$ cat config.mk
export PLATFORM = sky130hd
export DESIGN_NAME = exc_trace_gen
export DESIGN_NICKNAME = d
export VERILOG_FILES = /design/src/verilog/trc_pkg.sv /design/src/verilog/addr_sanitize.sv /design/src/verilog/exc_trace_gen.sv /design/src/verilog/exret_detect.sv
export SDC_FILE = /design/constraint.sdc
export NUM_CORES = 1
export LEC_CHECK = 0
export BUFFER_PORTS_ARGS = -buffer_cell sky130_fd_sc_hd__buf_4
export CAP_MARGIN = 15
export CORE_ASPECT_RATIO = 1.2
export CORE_MARGIN = 5
export CORE_UTILIZATION = 51
export CTS_CLUSTER_DIAMETER = 120
export DETAILED_ROUTE_END_ITERATION = 16
export GPL_TIMING_DRIVEN = 0
export HOLD_SLACK_MARGIN = 0.08
export PLACE_DENSITY = 0.74
export SLEW_MARGIN = 25
export SYNTH_ARGS = -nofsm -noshare
export SYNTH_HDL_FRONTEND = slang
export SYNTH_SLANG_ARGS = --single-unit
$ cat constraint.sdc
create_clock -name clk_i -period 2.2 [get_ports clk_i]
set_input_delay 0.55 -clock clk_i [delete_from_list [all_inputs] [get_ports clk_i]]
set_output_delay 0.55 -clock clk_i [all_outputs]
set_load 0.05 [all_outputs]
$ cat src/verilog/trc_pkg.sv
// Behaviour
// - Late arrival: trace only the late exception.
// - Tail-chain return address 0xFFFFFFE.
// - Lockup while tracing: lockup exception at lockup address.
// - No speculation points while locked up.
// - Exit from lockup traced with lockup address.
// - Derived on entry: trace final one, original return address.
// - Entry lockup: exception, then lockup at 0xFFFFFFE.
// - Return-error derived: tail-chain style, return kept.
// - Return-error lockup: lockup at 0xFFFFFFE.
// - Late normal over derived keeps original return address.
// - Exception type flags pending severe faults.
// - Full profiles: unkeyed return follows its atom.
// - Condition-failed return may be reported.
// - Microcontroller return is a keyed speculation point.
// - Microcontroller return: 0xF------- loaded into PC.
// - Address when next address not inferable.
// - Address before next atom, Q or exception.
// - Optional address after trace-info or trace-on.
// - Entering 64-bit state requests a context element.
// - Tagged addresses drop the tag.
// - Invalid addresses traced in full.
// - No redundant address elements.
package trc_pkg;
  localparam int ADDR_W = 64;
  localparam int TYPE_W = 9;
  localparam int KEY_W = 4;
  localparam logic [63:0] NO_EXEC_ADDR = 64'h0000_0000_0FFF_FFFE;
  localparam logic [3:0] EXRET_TOP = 4'hF;
  localparam logic [15:0] CANON_LO = 16'h0000;
  localparam logic [15:0] CANON_HI = 16'hFFFF;
  localparam logic [TYPE_W-1:0] LOCKUP_TYPE = 9'h1FF;
  localparam logic [KEY_W-1:0] KEY_RST = 4'h0;
  localparam logic [63:0] ADDR_RST = 64'h0000_0000_0000_0000;

  typedef enum logic [2:0] {
    EL_NONE, EL_ATOM_E, EL_ATOM_N, EL_Q, EL_EXC, EL_EXRET, EL_ADDR
  } elem_kind_type;

  typedef enum logic [2:0] {
    IC_OTHER, IC_DIRECT, IC_INDIRECT, IC_SYNC_BARRIER, IC_MULTI_LOAD_PC,
    IC_SINGLE_LOAD_PC, IC_REG_BRANCH_EXCHANGE, IC_ERET
  } insn_class_type;

  typedef enum logic [1:0] {
    EK_NORMAL, EK_TAIL_CHAIN, EK_RET_ERROR
  } exc_kind_type;

  typedef enum logic [1:0] {
    LC_INSN, LC_ENTRY, LC_RETURN
  } lock_cause_type;
endpackage : trc_pkg
$ cat src/verilog/addr_sanitize.sv
`timescale 1ns/1ps
// Untags a traced virtual address unless it is non-canonical
module addr_sanitize (
  input wire logic [63:0] addr_i,
  input wire logic tbi_i,
  input wire logic tbi_sext_i,
  output logic [63:0] addr_o,
  output logic invalid_o
);
  wire [7:0] top_fill;
  wire [63:0] untagged;
  wire [15:0] hi;

  // Invalid addresses keep every bit; a tag alone is not invalid
  assign hi = tbi_i ? untagged[63:48] : addr_i[63:48];
  assign invalid_o = (hi != trc_pkg::CANON_LO) &&
                     (hi != trc_pkg::CANON_HI);
  assign top_fill = tbi_sext_i ? {8{addr_i[55]}} : 8'h00;
  assign untagged = {top_fill, addr_i[55:0]};
  assign addr_o = (tbi_i && !invalid_o) ? untagged : addr_i;
endmodule : addr_sanitize

$ cat src/verilog/exc_trace_gen.sv
`timescale 1ns/1ps
// Exception, exception-return and address element generator
module exc_trace_gen (
  input wire logic clk_i,
  input wire logic arst_n_i,
  input wire logic ce_i,
  input wire logic trace_active_i,
  input wire logic mcu_profile_i,
  input wire logic bb_mode_i,
  input wire logic addr_after_sync_i,
  input wire logic tbi_i,
  input wire logic tbi_sext_i,
  input wire logic cur_64_i,
  input wire logic unrec_pend_i,
  input wire logic bus_pend_i,
  input wire logic prot_pend_i,
  input wire logic exc_start_i,
  input wire trc_pkg::exc_kind_type exc_kind_i,
  input wire logic [8:0] exc_type_i,
  input wire logic [63:0] exc_pra_i,
  input wire logic exc_replace_i,
  input wire logic exc_taken_i,
  input wire logic [63:0] exc_vector_i,
  input wire logic lockup_i,
  input wire trc_pkg::lock_cause_type lockup_cause_i,
  input wire logic [63:0] lockup_addr_i,
  input wire logic insn_valid_i,
  input wire trc_pkg::insn_class_type insn_class_i,
  input wire logic insn_taken_i,
  input wire logic insn_cond_fail_i,
  input wire logic [63:0] insn_target_i,
  input wire logic target_64_i,
  input wire logic rstack_match_i,
  input wire logic target_active_i,
  input wire logic q_elem_i,
  input wire logic mispred_i,
  input wire logic trace_sync_i,
  output logic ev_ready_o,
  output logic elem_valid_o,
  output trc_pkg::elem_kind_type elem_kind_o,
  output logic [63:0] elem_addr_o,
  output logic [8:0] elem_exc_type_o,
  output logic [2:0] elem_fault_o,
  output logic elem_spec_o,
  output logic [3:0] elem_key_o,
  output logic ctx_req_o,
  output logic locked_o
);
  // Entry being built, pending second element and pending address
  logic pend_q, pend_d;
  logic [8:0] ptype_q, ptype_d;
  logic [63:0] ppra_q, ppra_d;
  logic sec_q, sec_d;
  trc_pkg::elem_kind_type skind_q, skind_d;
  logic [63:0] saddr_q, saddr_d;
  logic [8:0] stype_q, stype_d;
  logic sspec_q, sspec_d;
  logic apend_q, apend_d;
  logic [63:0] aaddr_q, aaddr_d;
  logic a64_q, a64_d;
  logic lock_q, lock_d;
  logic lact_q, lact_d;
  logic [63:0] laddr_q, laddr_d;
  logic [3:0] key_q, key_d;
  logic ov_q, ov_d;
  trc_pkg::elem_kind_type okind_q, okind_d;
  logic [63:0] oaddr_q, oaddr_d;
  logic [8:0] otype_q, otype_d;
  logic [2:0] ofault_q, ofault_d;
  logic ospec_q, ospec_d;
  logic [3:0] okey_q, okey_d;
  logic octx_q, octx_d;

  wire acc;
  wire is_exret;
  wire [63:0] clean_target;
  wire [63:0] clean_vector;
  wire [63:0] start_pra;
  wire [2:0] faults;
  wire br_atom;
  wire need_addr;
  wire [63:0] need_val;
  wire need_64;

  exret_detect u_exret (
    .mcu_profile_i(mcu_profile_i),
    .class_i(insn_class_i),
    .pc_load_i(insn_target_i[31:0]),
    .cond_fail_i(insn_cond_fail_i),
    .is_exret_o(is_exret)
  );

  addr_sanitize u_tgt_clean (
    .addr_i(insn_target_i),
    .tbi_i(tbi_i),
    .tbi_sext_i(tbi_sext_i),
    .addr_o(clean_target),
    .invalid_o()
  );

  addr_sanitize u_vec_clean (
    .addr_i(exc_vector_i),
    .tbi_i(tbi_i),
    .tbi_sext_i(tbi_sext_i),
    .addr_o(clean_vector),
    .invalid_o()
  );

  // A held element or a pending address stalls the core for a cycle
  assign acc = ce_i && !sec_q && !apend_q;
  assign ev_ready_o = !sec_q && !apend_q;
  assign faults = {unrec_pend_i, bus_pend_i, prot_pend_i};

  // Return address chosen once when entry starts
  assign start_pra = lock_q ? laddr_q :
                     (exc_kind_i == trc_pkg::EK_NORMAL) ? exc_pra_i :
                     trc_pkg::NO_EXEC_ADDR;

  assign br_atom = insn_valid_i && ((insn_class_i == trc_pkg::IC_DIRECT) ||
                   (insn_class_i == trc_pkg::IC_INDIRECT) ||
                   (insn_class_i == trc_pkg::IC_SYNC_BARRIER));

  // Address needed when the target cannot be inferred
  assign need_addr = trace_active_i && target_active_i && !rstack_match_i &&
    ((insn_valid_i && insn_taken_i &&
      ((insn_class_i == trc_pkg::IC_INDIRECT) ||
       (bb_mode_i && ((insn_class_i == trc_pkg::IC_DIRECT) ||
        (insn_class_i == trc_pkg::IC_SYNC_BARRIER))))) ||
     exc_taken_i || mispred_i || q_elem_i ||
     (trace_sync_i && addr_after_sync_i));
  assign need_val = exc_taken_i ? clean_vector : clean_target;
  assign need_64 = exc_taken_i ? cur_64_i : target_64_i;

  // Next-state decode for the entry tracker and lockup
  always_comb begin
    pend_d = pend_q;
    ptype_d = ptype_q;
    ppra_d = ppra_q;
    lock_d = lock_q;
    lact_d = lact_q;
    laddr_d = laddr_q;
    if (acc && exc_start_i) begin
      pend_d = 1'b1;
      ptype_d = exc_type_i;
      ppra_d = start_pra;
    end else if (acc && pend_q && exc_replace_i) begin
      ptype_d = exc_type_i;
    end
    if (acc && exc_taken_i) begin
      pend_d = 1'b0;
      lock_d = 1'b0;
    end
    if (acc && lockup_i) begin
      pend_d = 1'b0;
      lock_d = 1'b1;
      lact_d = trace_active_i;
      laddr_d = lockup_addr_i;
    end
  end

  // Output element selection, one element per cycle
  always_comb begin
    ov_d = 1'b0;
    okind_d = trc_pkg::EL_NONE;
    oaddr_d = oaddr_q;
    otype_d = otype_q;
    ofault_d = ofault_q;
    ospec_d = 1'b0;
    okey_d = okey_q;
    octx_d = 1'b0;
    sec_d = sec_q;
    skind_d = skind_q;
    saddr_d = saddr_q;
    stype_d = stype_q;
    sspec_d = sspec_q;
    apend_d = apend_q;
    aaddr_d = aaddr_q;
    a64_d = a64_q;
    key_d = key_q;
    if (!ce_i) begin
      ov_d = ov_q;
      okind_d = okind_q;
      ospec_d = ospec_q;
      octx_d = octx_q;
    end else if (sec_q) begin
      ov_d = 1'b1;
      okind_d = skind_q;
      oaddr_d = saddr_q;
      otype_d = stype_q;
      ofault_d = faults;
      ospec_d = sspec_q;
      okey_d = key_q;
      key_d = sspec_q ? 4'(key_q + 4'h1) : key_q;
      sec_d = 1'b0;
    end else if (apend_q) begin
      ov_d = 1'b1;
      okind_d = trc_pkg::EL_ADDR;
      oaddr_d = aaddr_q;
      octx_d = a64_q && !cur_64_i;
      apend_d = 1'b0;
    end else begin
      if (need_addr && !(lock_q && !exc_taken_i)) begin
        apend_d = 1'b1;
        aaddr_d = need_val;
        a64_d = need_64;
      end
      if (lockup_i && trace_active_i) begin
        // Entry-caused lockup: the exception goes first, lockup second
        if (lockup_cause_i == trc_pkg::LC_ENTRY && pend_q) begin
          ov_d = 1'b1;
          okind_d = trc_pkg::EL_EXC;
          oaddr_d = ppra_q;
          otype_d = ptype_q;
          ofault_d = faults;
          ospec_d = 1'b1;
          okey_d = key_q;
          key_d = 4'(key_q + 4'h1);
          sec_d = 1'b1;
          skind_d = trc_pkg::EL_EXC;
          saddr_d = trc_pkg::NO_EXEC_ADDR;
          stype_d = trc_pkg::LOCKUP_TYPE;
          sspec_d = 1'b1;
        end else begin
          ov_d = 1'b1;
          okind_d = trc_pkg::EL_EXC;
          oaddr_d = (lockup_cause_i == trc_pkg::LC_INSN) ?
                    lockup_addr_i : trc_pkg::NO_EXEC_ADDR;
          otype_d = trc_pkg::LOCKUP_TYPE;
          ofault_d = faults;
          ospec_d = 1'b1;
          okey_d = key_q;
          key_d = 4'(key_q + 4'h1);
        end
      end else if (exc_taken_i && pend_q && (trace_active_i ||
                   (lock_q && lact_q))) begin
        ov_d = 1'b1;
        okind_d = trc_pkg::EL_EXC;
        oaddr_d = ppra_q;
        otype_d = ptype_q;
        ofault_d = faults;
        ospec_d = 1'b1;
        okey_d = key_q;
        key_d = 4'(key_q + 4'h1);
      end else if (lock_q || !trace_active_i) begin
        ov_d = 1'b0;
      end else if (insn_valid_i && is_exret && mcu_profile_i) begin
        ov_d = 1'b1;
        okind_d = trc_pkg::EL_EXRET;
        oaddr_d = insn_target_i;
        ospec_d = 1'b1;
        okey_d = key_q;
        key_d = 4'(key_q + 4'h1);
      end else if (insn_valid_i && (br_atom || is_exret)) begin
        ov_d = 1'b1;
        okind_d = (insn_taken_i && !insn_cond_fail_i) ?
                  trc_pkg::EL_ATOM_E : trc_pkg::EL_ATOM_N;
        ospec_d = 1'b1;
        okey_d = key_q;
        key_d = 4'(key_q + 4'h1);
        if (is_exret) begin
          sec_d = 1'b1;
          skind_d = trc_pkg::EL_EXRET;
          saddr_d = insn_target_i;
          stype_d = otype_q;
          sspec_d = 1'b0;
        end
      end else if (q_elem_i) begin
        ov_d = 1'b1;
        okind_d = trc_pkg::EL_Q;
        ospec_d = 1'b1;
        okey_d = key_q;
        key_d = 4'(key_q + 4'h1);
      end
    end
  end

  // Tracker state; clock enable freezes everything
  always_ff @(posedge clk_i or negedge arst_n_i) begin
    if (!arst_n_i) begin
      pend_q <= 1'b0;
      ptype_q <= 9'h000;
      ppra_q <= trc_pkg::ADDR_RST;
      lock_q <= 1'b0;
      lact_q <= 1'b0;
      laddr_q <= trc_pkg::ADDR_RST;
    end else if (ce_i) begin
      pend_q <= pend_d;
      ptype_q <= ptype_d;
      ppra_q <= ppra_d;
      lock_q <= lock_d;
      lact_q <= lact_d;
      laddr_q <= laddr_d;
    end
  end

  // Held elements and the key counter
  always_ff @(posedge clk_i or negedge arst_n_i) begin
    if (!arst_n_i) begin
      sec_q <= 1'b0;
      skind_q <= trc_pkg::EL_NONE;
      saddr_q <= trc_pkg::ADDR_RST;
      stype_q <= 9'h000;
      sspec_q <= 1'b0;
      apend_q <= 1'b0;
      aaddr_q <= trc_pkg::ADDR_RST;
      a64_q <= 1'b0;
      key_q <= trc_pkg::KEY_RST;
    end else if (ce_i) begin
      sec_q <= sec_d;
      skind_q <= skind_d;
      saddr_q <= saddr_d;
      stype_q <= stype_d;
      sspec_q <= sspec_d;
      apend_q <= apend_d;
      aaddr_q <= aaddr_d;
      a64_q <= a64_d;
      key_q <= key_d;
    end
  end

  // Registered element output
  always_ff @(posedge clk_i or negedge arst_n_i) begin
    if (!arst_n_i) begin
      ov_q <= 1'b0;
      okind_q <= trc_pkg::EL_NONE;
      oaddr_q <= trc_pkg::ADDR_RST;
      otype_q <= 9'h000;
      ofault_q <= 3'h0;
      ospec_q <= 1'b0;
      okey_q <= trc_pkg::KEY_RST;
      octx_q <= 1'b0;
    end else begin
      ov_q <= ov_d;
      okind_q <= okind_d;
      oaddr_q <= oaddr_d;
      otype_q <= otype_d;
      ofault_q <= ofault_d;
      ospec_q <= ospec_d;
      okey_q <= okey_d;
      octx_q <= octx_d;
    end
  end

  assign elem_valid_o = ov_q;
  assign elem_kind_o = okind_q;
  assign elem_addr_o = oaddr_q;
  assign elem_exc_type_o = otype_q;
  assign elem_fault_o = ofault_q;
  assign elem_spec_o = ospec_q;
  assign elem_key_o = okey_q;
  assign ctx_req_o = octx_q;
  assign locked_o = lock_q;

  // Checks beside the logic
  AST_LOCK_QUIET: assert property (@(posedge clk_i) disable iff (!arst_n_i)
    lock_q && ce_i && !exc_taken_i && !lockup_i && !sec_q && !apend_q
    |=> !ov_q) else $error("element emitted while locked up");
  AST_TAIL_PRA: assert property (@(posedge clk_i) disable iff (!arst_n_i)
    acc && exc_start_i && !lock_q && exc_kind_i == trc_pkg::EK_TAIL_CHAIN
    |=> ppra_q == trc_pkg::NO_EXEC_ADDR) else $error("tail-chain address");
  AST_RETERR_PRA: assert property (@(posedge clk_i) disable iff (!arst_n_i)
    acc && exc_start_i && !lock_q && exc_kind_i == trc_pkg::EK_RET_ERROR
    |=> ppra_q == trc_pkg::NO_EXEC_ADDR) else $error("return error address");
  AST_REPLACE_KEEP: assert property (@(posedge clk_i) disable iff (!arst_n_i)
    acc && pend_q && exc_replace_i && !exc_start_i && !lockup_i
    |=> ppra_q == $past(ppra_q) && ptype_q == $past(exc_type_i))
    else $error("replacement lost return address");
  AST_LOCK_EXIT: assert property (@(posedge clk_i) disable iff (!arst_n_i)
    acc && exc_start_i && lock_q |=> ppra_q == laddr_q)
    else $error("lockup exit address");
  AST_ENTRY_LOCK: assert property (@(posedge clk_i) disable iff (!arst_n_i)
    acc && lockup_i && trace_active_i && pend_q &&
    lockup_cause_i == trc_pkg::LC_ENTRY
    |=> okind_q == trc_pkg::EL_EXC ##1 (ov_q && otype_q == trc_pkg::LOCKUP_TYPE
    && oaddr_q == trc_pkg::NO_EXEC_ADDR)) else $error("entry lockup order");
  AST_LOCK_ADDR: assert property (@(posedge clk_i) disable iff (!arst_n_i)
    acc && lockup_i && trace_active_i && lockup_cause_i == trc_pkg::LC_INSN
    |=> ov_q && oaddr_q == $past(lockup_addr_i)) else $error("lockup address");
  AST_ADDR_FIRST: assert property (@(posedge clk_i) disable iff (!arst_n_i)
    ce_i && apend_q && !sec_q |=> ov_q && okind_q == trc_pkg::EL_ADDR)
    else $error("pending address not emitted first");
  AST_FAULT_BITS: assert property (@(posedge clk_i) disable iff (!arst_n_i)
    acc && exc_taken_i && pend_q && trace_active_i && !lockup_i
    |=> elem_fault_o == $past(faults)) else $error("fault bits wrong");
  AST_NO_KEY_FULL: assert property (@(posedge clk_i) disable iff (!arst_n_i)
    ov_q && okind_q == trc_pkg::EL_EXRET && !mcu_profile_i |-> !ospec_q)
    else $error("full-profile return keyed");

  COV_TAKEN: cover property (@(posedge clk_i) ov_q && okind_q == trc_pkg::EL_EXC);
  COV_LOCK: cover property (@(posedge clk_i) lock_q ##1 !lock_q);
  COV_EXRET: cover property (@(posedge clk_i) okind_q == trc_pkg::EL_EXRET);
  COV_ADDR: cover property (@(posedge clk_i) okind_q == trc_pkg::EL_ADDR);
endmodule : exc_trace_gen

$ cat src/verilog/exret_detect.sv
`timescale 1ns/1ps
// Recognises exception returns by instruction class and loaded PC value
module exret_detect (
  input wire logic mcu_profile_i,
  input wire trc_pkg::insn_class_type class_i,
  input wire logic [31:0] pc_load_i,
  input wire logic cond_fail_i,
  output logic is_exret_o
);
  wire magic_pc;
  wire pc_writer;
  wire full_ret;

  // Opcode alone is not enough on microcontrollers: the value decides
  assign magic_pc = (pc_load_i[31:28] == trc_pkg::EXRET_TOP);
  assign pc_writer = (class_i == trc_pkg::IC_MULTI_LOAD_PC) ||
                     (class_i == trc_pkg::IC_SINGLE_LOAD_PC) ||
                     (class_i == trc_pkg::IC_REG_BRANCH_EXCHANGE);
  // Condition-failed returns are still reported on full profiles, which is permitted; microcontroller ones are not
  assign full_ret = (class_i == trc_pkg::IC_ERET);
  assign is_exret_o = mcu_profile_i ? (pc_writer && magic_pc && !cond_fail_i)
                                    : full_ret;
endmodule : exret_detect

==> impl.org <==
** Floorplan
- Horiz. Die Dim :: 182 um
- Floorplan Core Area :: 0.0350 mm2
- The die is 216 um tall.
- Standard-cell rows :: 75
- The die covers 0.0393 mm2.
- The initial utilization of the core area, before any placement, comes to 51.7%.
- # IOs :: 386

** Global route
- Number of global-route vias before repair :: 17000
- The first global-routing pass estimated 99.9 mm of wire.
- Global Route Usage Sum :: 32.4%
- Number of antenna violations at the first check in global routing :: 7
- For this run the aggregate overflow at the end of global routing stands at 0.
- Pin count of the biggest net entering global routing :: 93

** Synth
- Post-synthesis cell type count :: 59
- The cell count after synthesis came out at 1636.
- The synthesized design contains 0 enable-type register cells.
- Summed instance area of the synthesized netlist :: 0.0181 mm2
- Synth warn :: 0
- In the synthesized netlist, the cells that appear most often are 373 x sky130_fd_sc_hd__dfrtp_1, 159 x sky130_fd_sc_hd__nand2_1, 136 x sky130_fd_sc_hd__o21ai_0.
- Area fraction of the dominant cell type after synthesis :: 51.6%
- The share of the Yosys chip area taken by registers is 51.6%.
- Average cell area after synthesis :: 11.1 um2
- The most common cell in the synthesized netlist is sky130_fd_sc_hd__dfrtp_1.
- When the netlist entered floorplanning its net count stood at 1935.
- The biggest area contributor in the post-synthesis netlist is sky130_fd_sc_hd__dfrtp_1.
- Of all flip-flops after synthesis, the portion carrying an async set or reset was 100%.
- Synthesis inferred 373 register bits.
- Yosys attributes the largest share of cell area to sky130_fd_sc_hd__dfrtp_1 52%, sky130_fd_sc_hd__mux2i_1 6.8%, sky130_fd_sc_hd__mux2_2 5.2%.
- Most used flip-flop cell after synthesis :: sky130_fd_sc_hd__dfrtp_1

** Finish
- Of the cells placed in the final design, the portion with a size suffix greater than 1 is 32.5%.
- Syn-to-layout area delta :: 28.7%
- For this run, the post-layout net count is 2375.
- Summing all non-filler instances in the final layout gives an area of 0.0233 mm2.
- Number of inserted filler cells in the final layout :: 2796

** STA
- RSZ-0062 raised after global routing :: true
- Based on the critical path, the design can be clocked at up to 0.459 GHz.
- Worst setup skew after layout :: 0.0122 ns
- Number of failing hold endpoints at the final stage :: 0
- The max-slew violation total from the final report was 0.
- The worst pin sits at a relative slew slack of 43.4%.
- Min cycle time layout :: 2.18 ns
- Of the available clock period, the critical path in the final layout requires 99.0%.
- Worst Max-Slew Pin Slew :: 0.849 ns
- Setup violations remaining at the end of the flow were counted as 0.

** Drt
- Routed via count :: 16300
- After detailed routing, the number of remaining DRC violations is 0.
- Number of detailed-route iterations in the first pass :: 6
- Routed wire length per instance :: 25.9 um
- Post-DR vias/cell :: 6.35
- DRC marker count from the first detailed-route iteration :: 1669
- Residual antenna-violating net count after detailed routing :: 0
- Summed over all layers, the routed wires come to 66.3 mm.

** Pwr
- Combinational logic burns 29.7% of the power.
- Reported net switching power :: 8.07 mW
- The analysis attributes to cell leakage a power of 10.4 nW.
- Internal power comes to 15.3 mW.
- Share of total power consumed by net switching :: 34.5%
- The share of total power dissipated in sequential elements is 41.6%.
- Pwr dens :: 1010 mW/mm2
- The completed layout was analyzed and its total power is 23.4 mW.
- Across the VDD grid, the largest voltage drop is 689 uV.
- Of the total power, the clock network draws 28.7%.

** Worst setup path
- CP arrival :: 2.65 ns
- For this run, the slowest stage of the critical path takes 0.37 ns.
- The critical path is of the flip-flop to flip-flop type.
- STA classifies the critical path endpoint as a flip-flop.
- Kind of start point of the critical path :: flip-flop
- For the worst setup path, the data required time is 2.67 ns.
- Slowest cell on the critical path :: sky130_fd_sc_hd__dfrtp_1
- The signal on the critical path passes through buf_6 -> or2_4 -> nor2_4 -> nand3_2 -> nor3_1 -> buf_4 -> buf_2 -> a22o_1.
- Along the worst path, the maximum fanout reaches 10.

** Clock tree
- CTS root buffer :: sky130_fd_sc_hd__clkbuf_16
- The H-tree generated during clock tree synthesis spans 2 levels.
- Counting the buffers created by CTS gives 40.
- Number of buffers on the longest clock path :: 3
- Clock tree from TritonCTS :: yes
- CTS sink count :: 373
- Clock transition time at the flip-flop clock pins of the worst setup and hold paths :: 0.06 ns
- Source-to-sink clock delay at the later pin of the worst-skew pair :: 0.53 ns

** Placed design
- The congestion estimate from routability-driven global placement came to 0.920.
- Detailed placement finished with a half-perimeter wire length of 48.8 mm.
- In this run the tool buffered the top-level ports with 385 buffer cells.
- The placed instances occupy a cell area of 0.0217 mm2.

** Job
- Count of max-cap constraint violations :: 0

** Hold path
- The path class of the tightest hold or removal check is input port to flip-flop.

** Run status
- The run finished with clean final reports.
## sequential cells by signal (all words and copies together) (netlist names), 2 cells and up
signal,flops
skind_q,2
ptype_q,9
aaddr_q,64
elem_key_o,4
elem_kind_o,3
ppra_q,64
elem_fault_o,3
elem_exc_type_o,9
saddr_q,64
stype_q,9
elem_addr_o,64
key_q,4
laddr_q,64
## critical path: cells and delay by family, from the launching register on
family / cells / cell delay [ns]
compound gates: 1 / 0.18
simple gates: 4 / 0.88
flops: 1 / 0.37
buf+inv: 3 / 0.68
## area by class of cell
type | count | area [um2] | area share, %
Multi-Input combinational cell | 1112 | 8110 | 34.9
Antenna cell | 3 | 7.51 | 0.0323
Buffer | 140 | 807 | 3.47
Sequential cell | 373 | 9340 | 40.1
Timing Repair Buffer | 401 | 3120 | 13.4
Inverter | 8 | 33.8 | 0.145
Clock inverter | 7 | 110 | 0.473
Clock buffer | 55 | 1160 | 4.98
Tap cell | 462 | 578 | 2.48
## cell usage in the layout (no fill, tap or decap), drive strengths merged, types with 16 or more instances in the layout
cell    instances
a21oi          87
o22a           36
mux2i         122
dfrtp         373
clkbuf        143
a22oi         100
a22o           37
mux2          115
o22ai          64
a31oi          30
o221ai         37
buf           452
o21ai         138
a221o          27
nor2b          39
nor2           16
nand2         159
## path summary, 6_finish.rpt
kind                                    from     endpoint  slack (ns)  depth (start not counted)
min                        insn_target_i[19]  saddr_q[19]        0.25                          2
max in group asynchronous           arst_n_i  laddr_q[20]        0.45                          4
min in group asynchronous           arst_n_i  laddr_q[58]        0.51                          2
min reg2reg                       skind_q[0]   skind_q[0]        0.48                          2
max                                    sec_q  saddr_q[49]        0.02                          8
max reg2reg                            sec_q  saddr_q[49]        0.02                          8
## metal layers
| layer | global-route usage (%) | share of wire (%) | vias up |
|---|---|---|---|
| met3 | 8.59 | 9.2 | 219 |
| met4 | 15.9 | 5.7 | 8 |
| met5 | 0 | 0.095 | - |
| met1 | 39.8 | 37 | 8111 |
| met2 | 53.1 | 48 | 870 |
| li1 | - | - | 7067 |
## metrics by stage
| step | cells | TNS, ns | hold slack [ns] | setup slack (ns) | utilization, % |
|---|---|---|---|---|---|
| after floorplan | 1636 | 0 | 0.254 | 0.0654 | - |
| final | 2561 | 0 | 0.248 | 0.0217 | 66.5 |
| after detailed placement | 2487 | -162.17 | 0.460 | -1.26 | 61.9 |
| after global routing | 2560 | -0.491 | 0.249 | -0.0357 | 66.5 |
| after CTS | 2552 | 0 | 0.233 | 0.00106 | 66.1 |
| after global placement | 2483 | -1261.10 | 0.458 | -3.32 | 61.6 |
## kinds of logic after synthesis
kind of cell | after synthesis | share of synthesized area, %
adder cells (fa/ha/maj) | 1 | 0.0692
AND/OR/NAND/NOR | 281 | 7.38
AO/OA/AOI/OAI | 593 | 22.3
buffers and inverters | 151 | 4.09
multiplexers | 237 | 14.6
flip-flops | 373 | 51.6
## power groups by stage
stage	Combinational [mW]	Clock, mW	Sequential [mW]
floorplan	2.78	0	11.2
global placement	6.67	0	9.71
detailed placement	6.85	0	9.80
CTS	6.90	6.77	9.71
global route	7.42	7.04	9.91
finish	6.96	6.72	9.74
## what timing repair did
| action | CTS | global route |
|---|---|---|
| buffers inserted | 5 | 6 |
| pin swaps | 2 | 3 |
| setup endpoints to repair | 319 | 158 |
| hold endpoints to repair | 45 | 0 |
| hold buffers | 1 | 0 |
| gates resized for setup | 56 | 36 |
No activity file was read; power rests on OpenSTA's default activity.
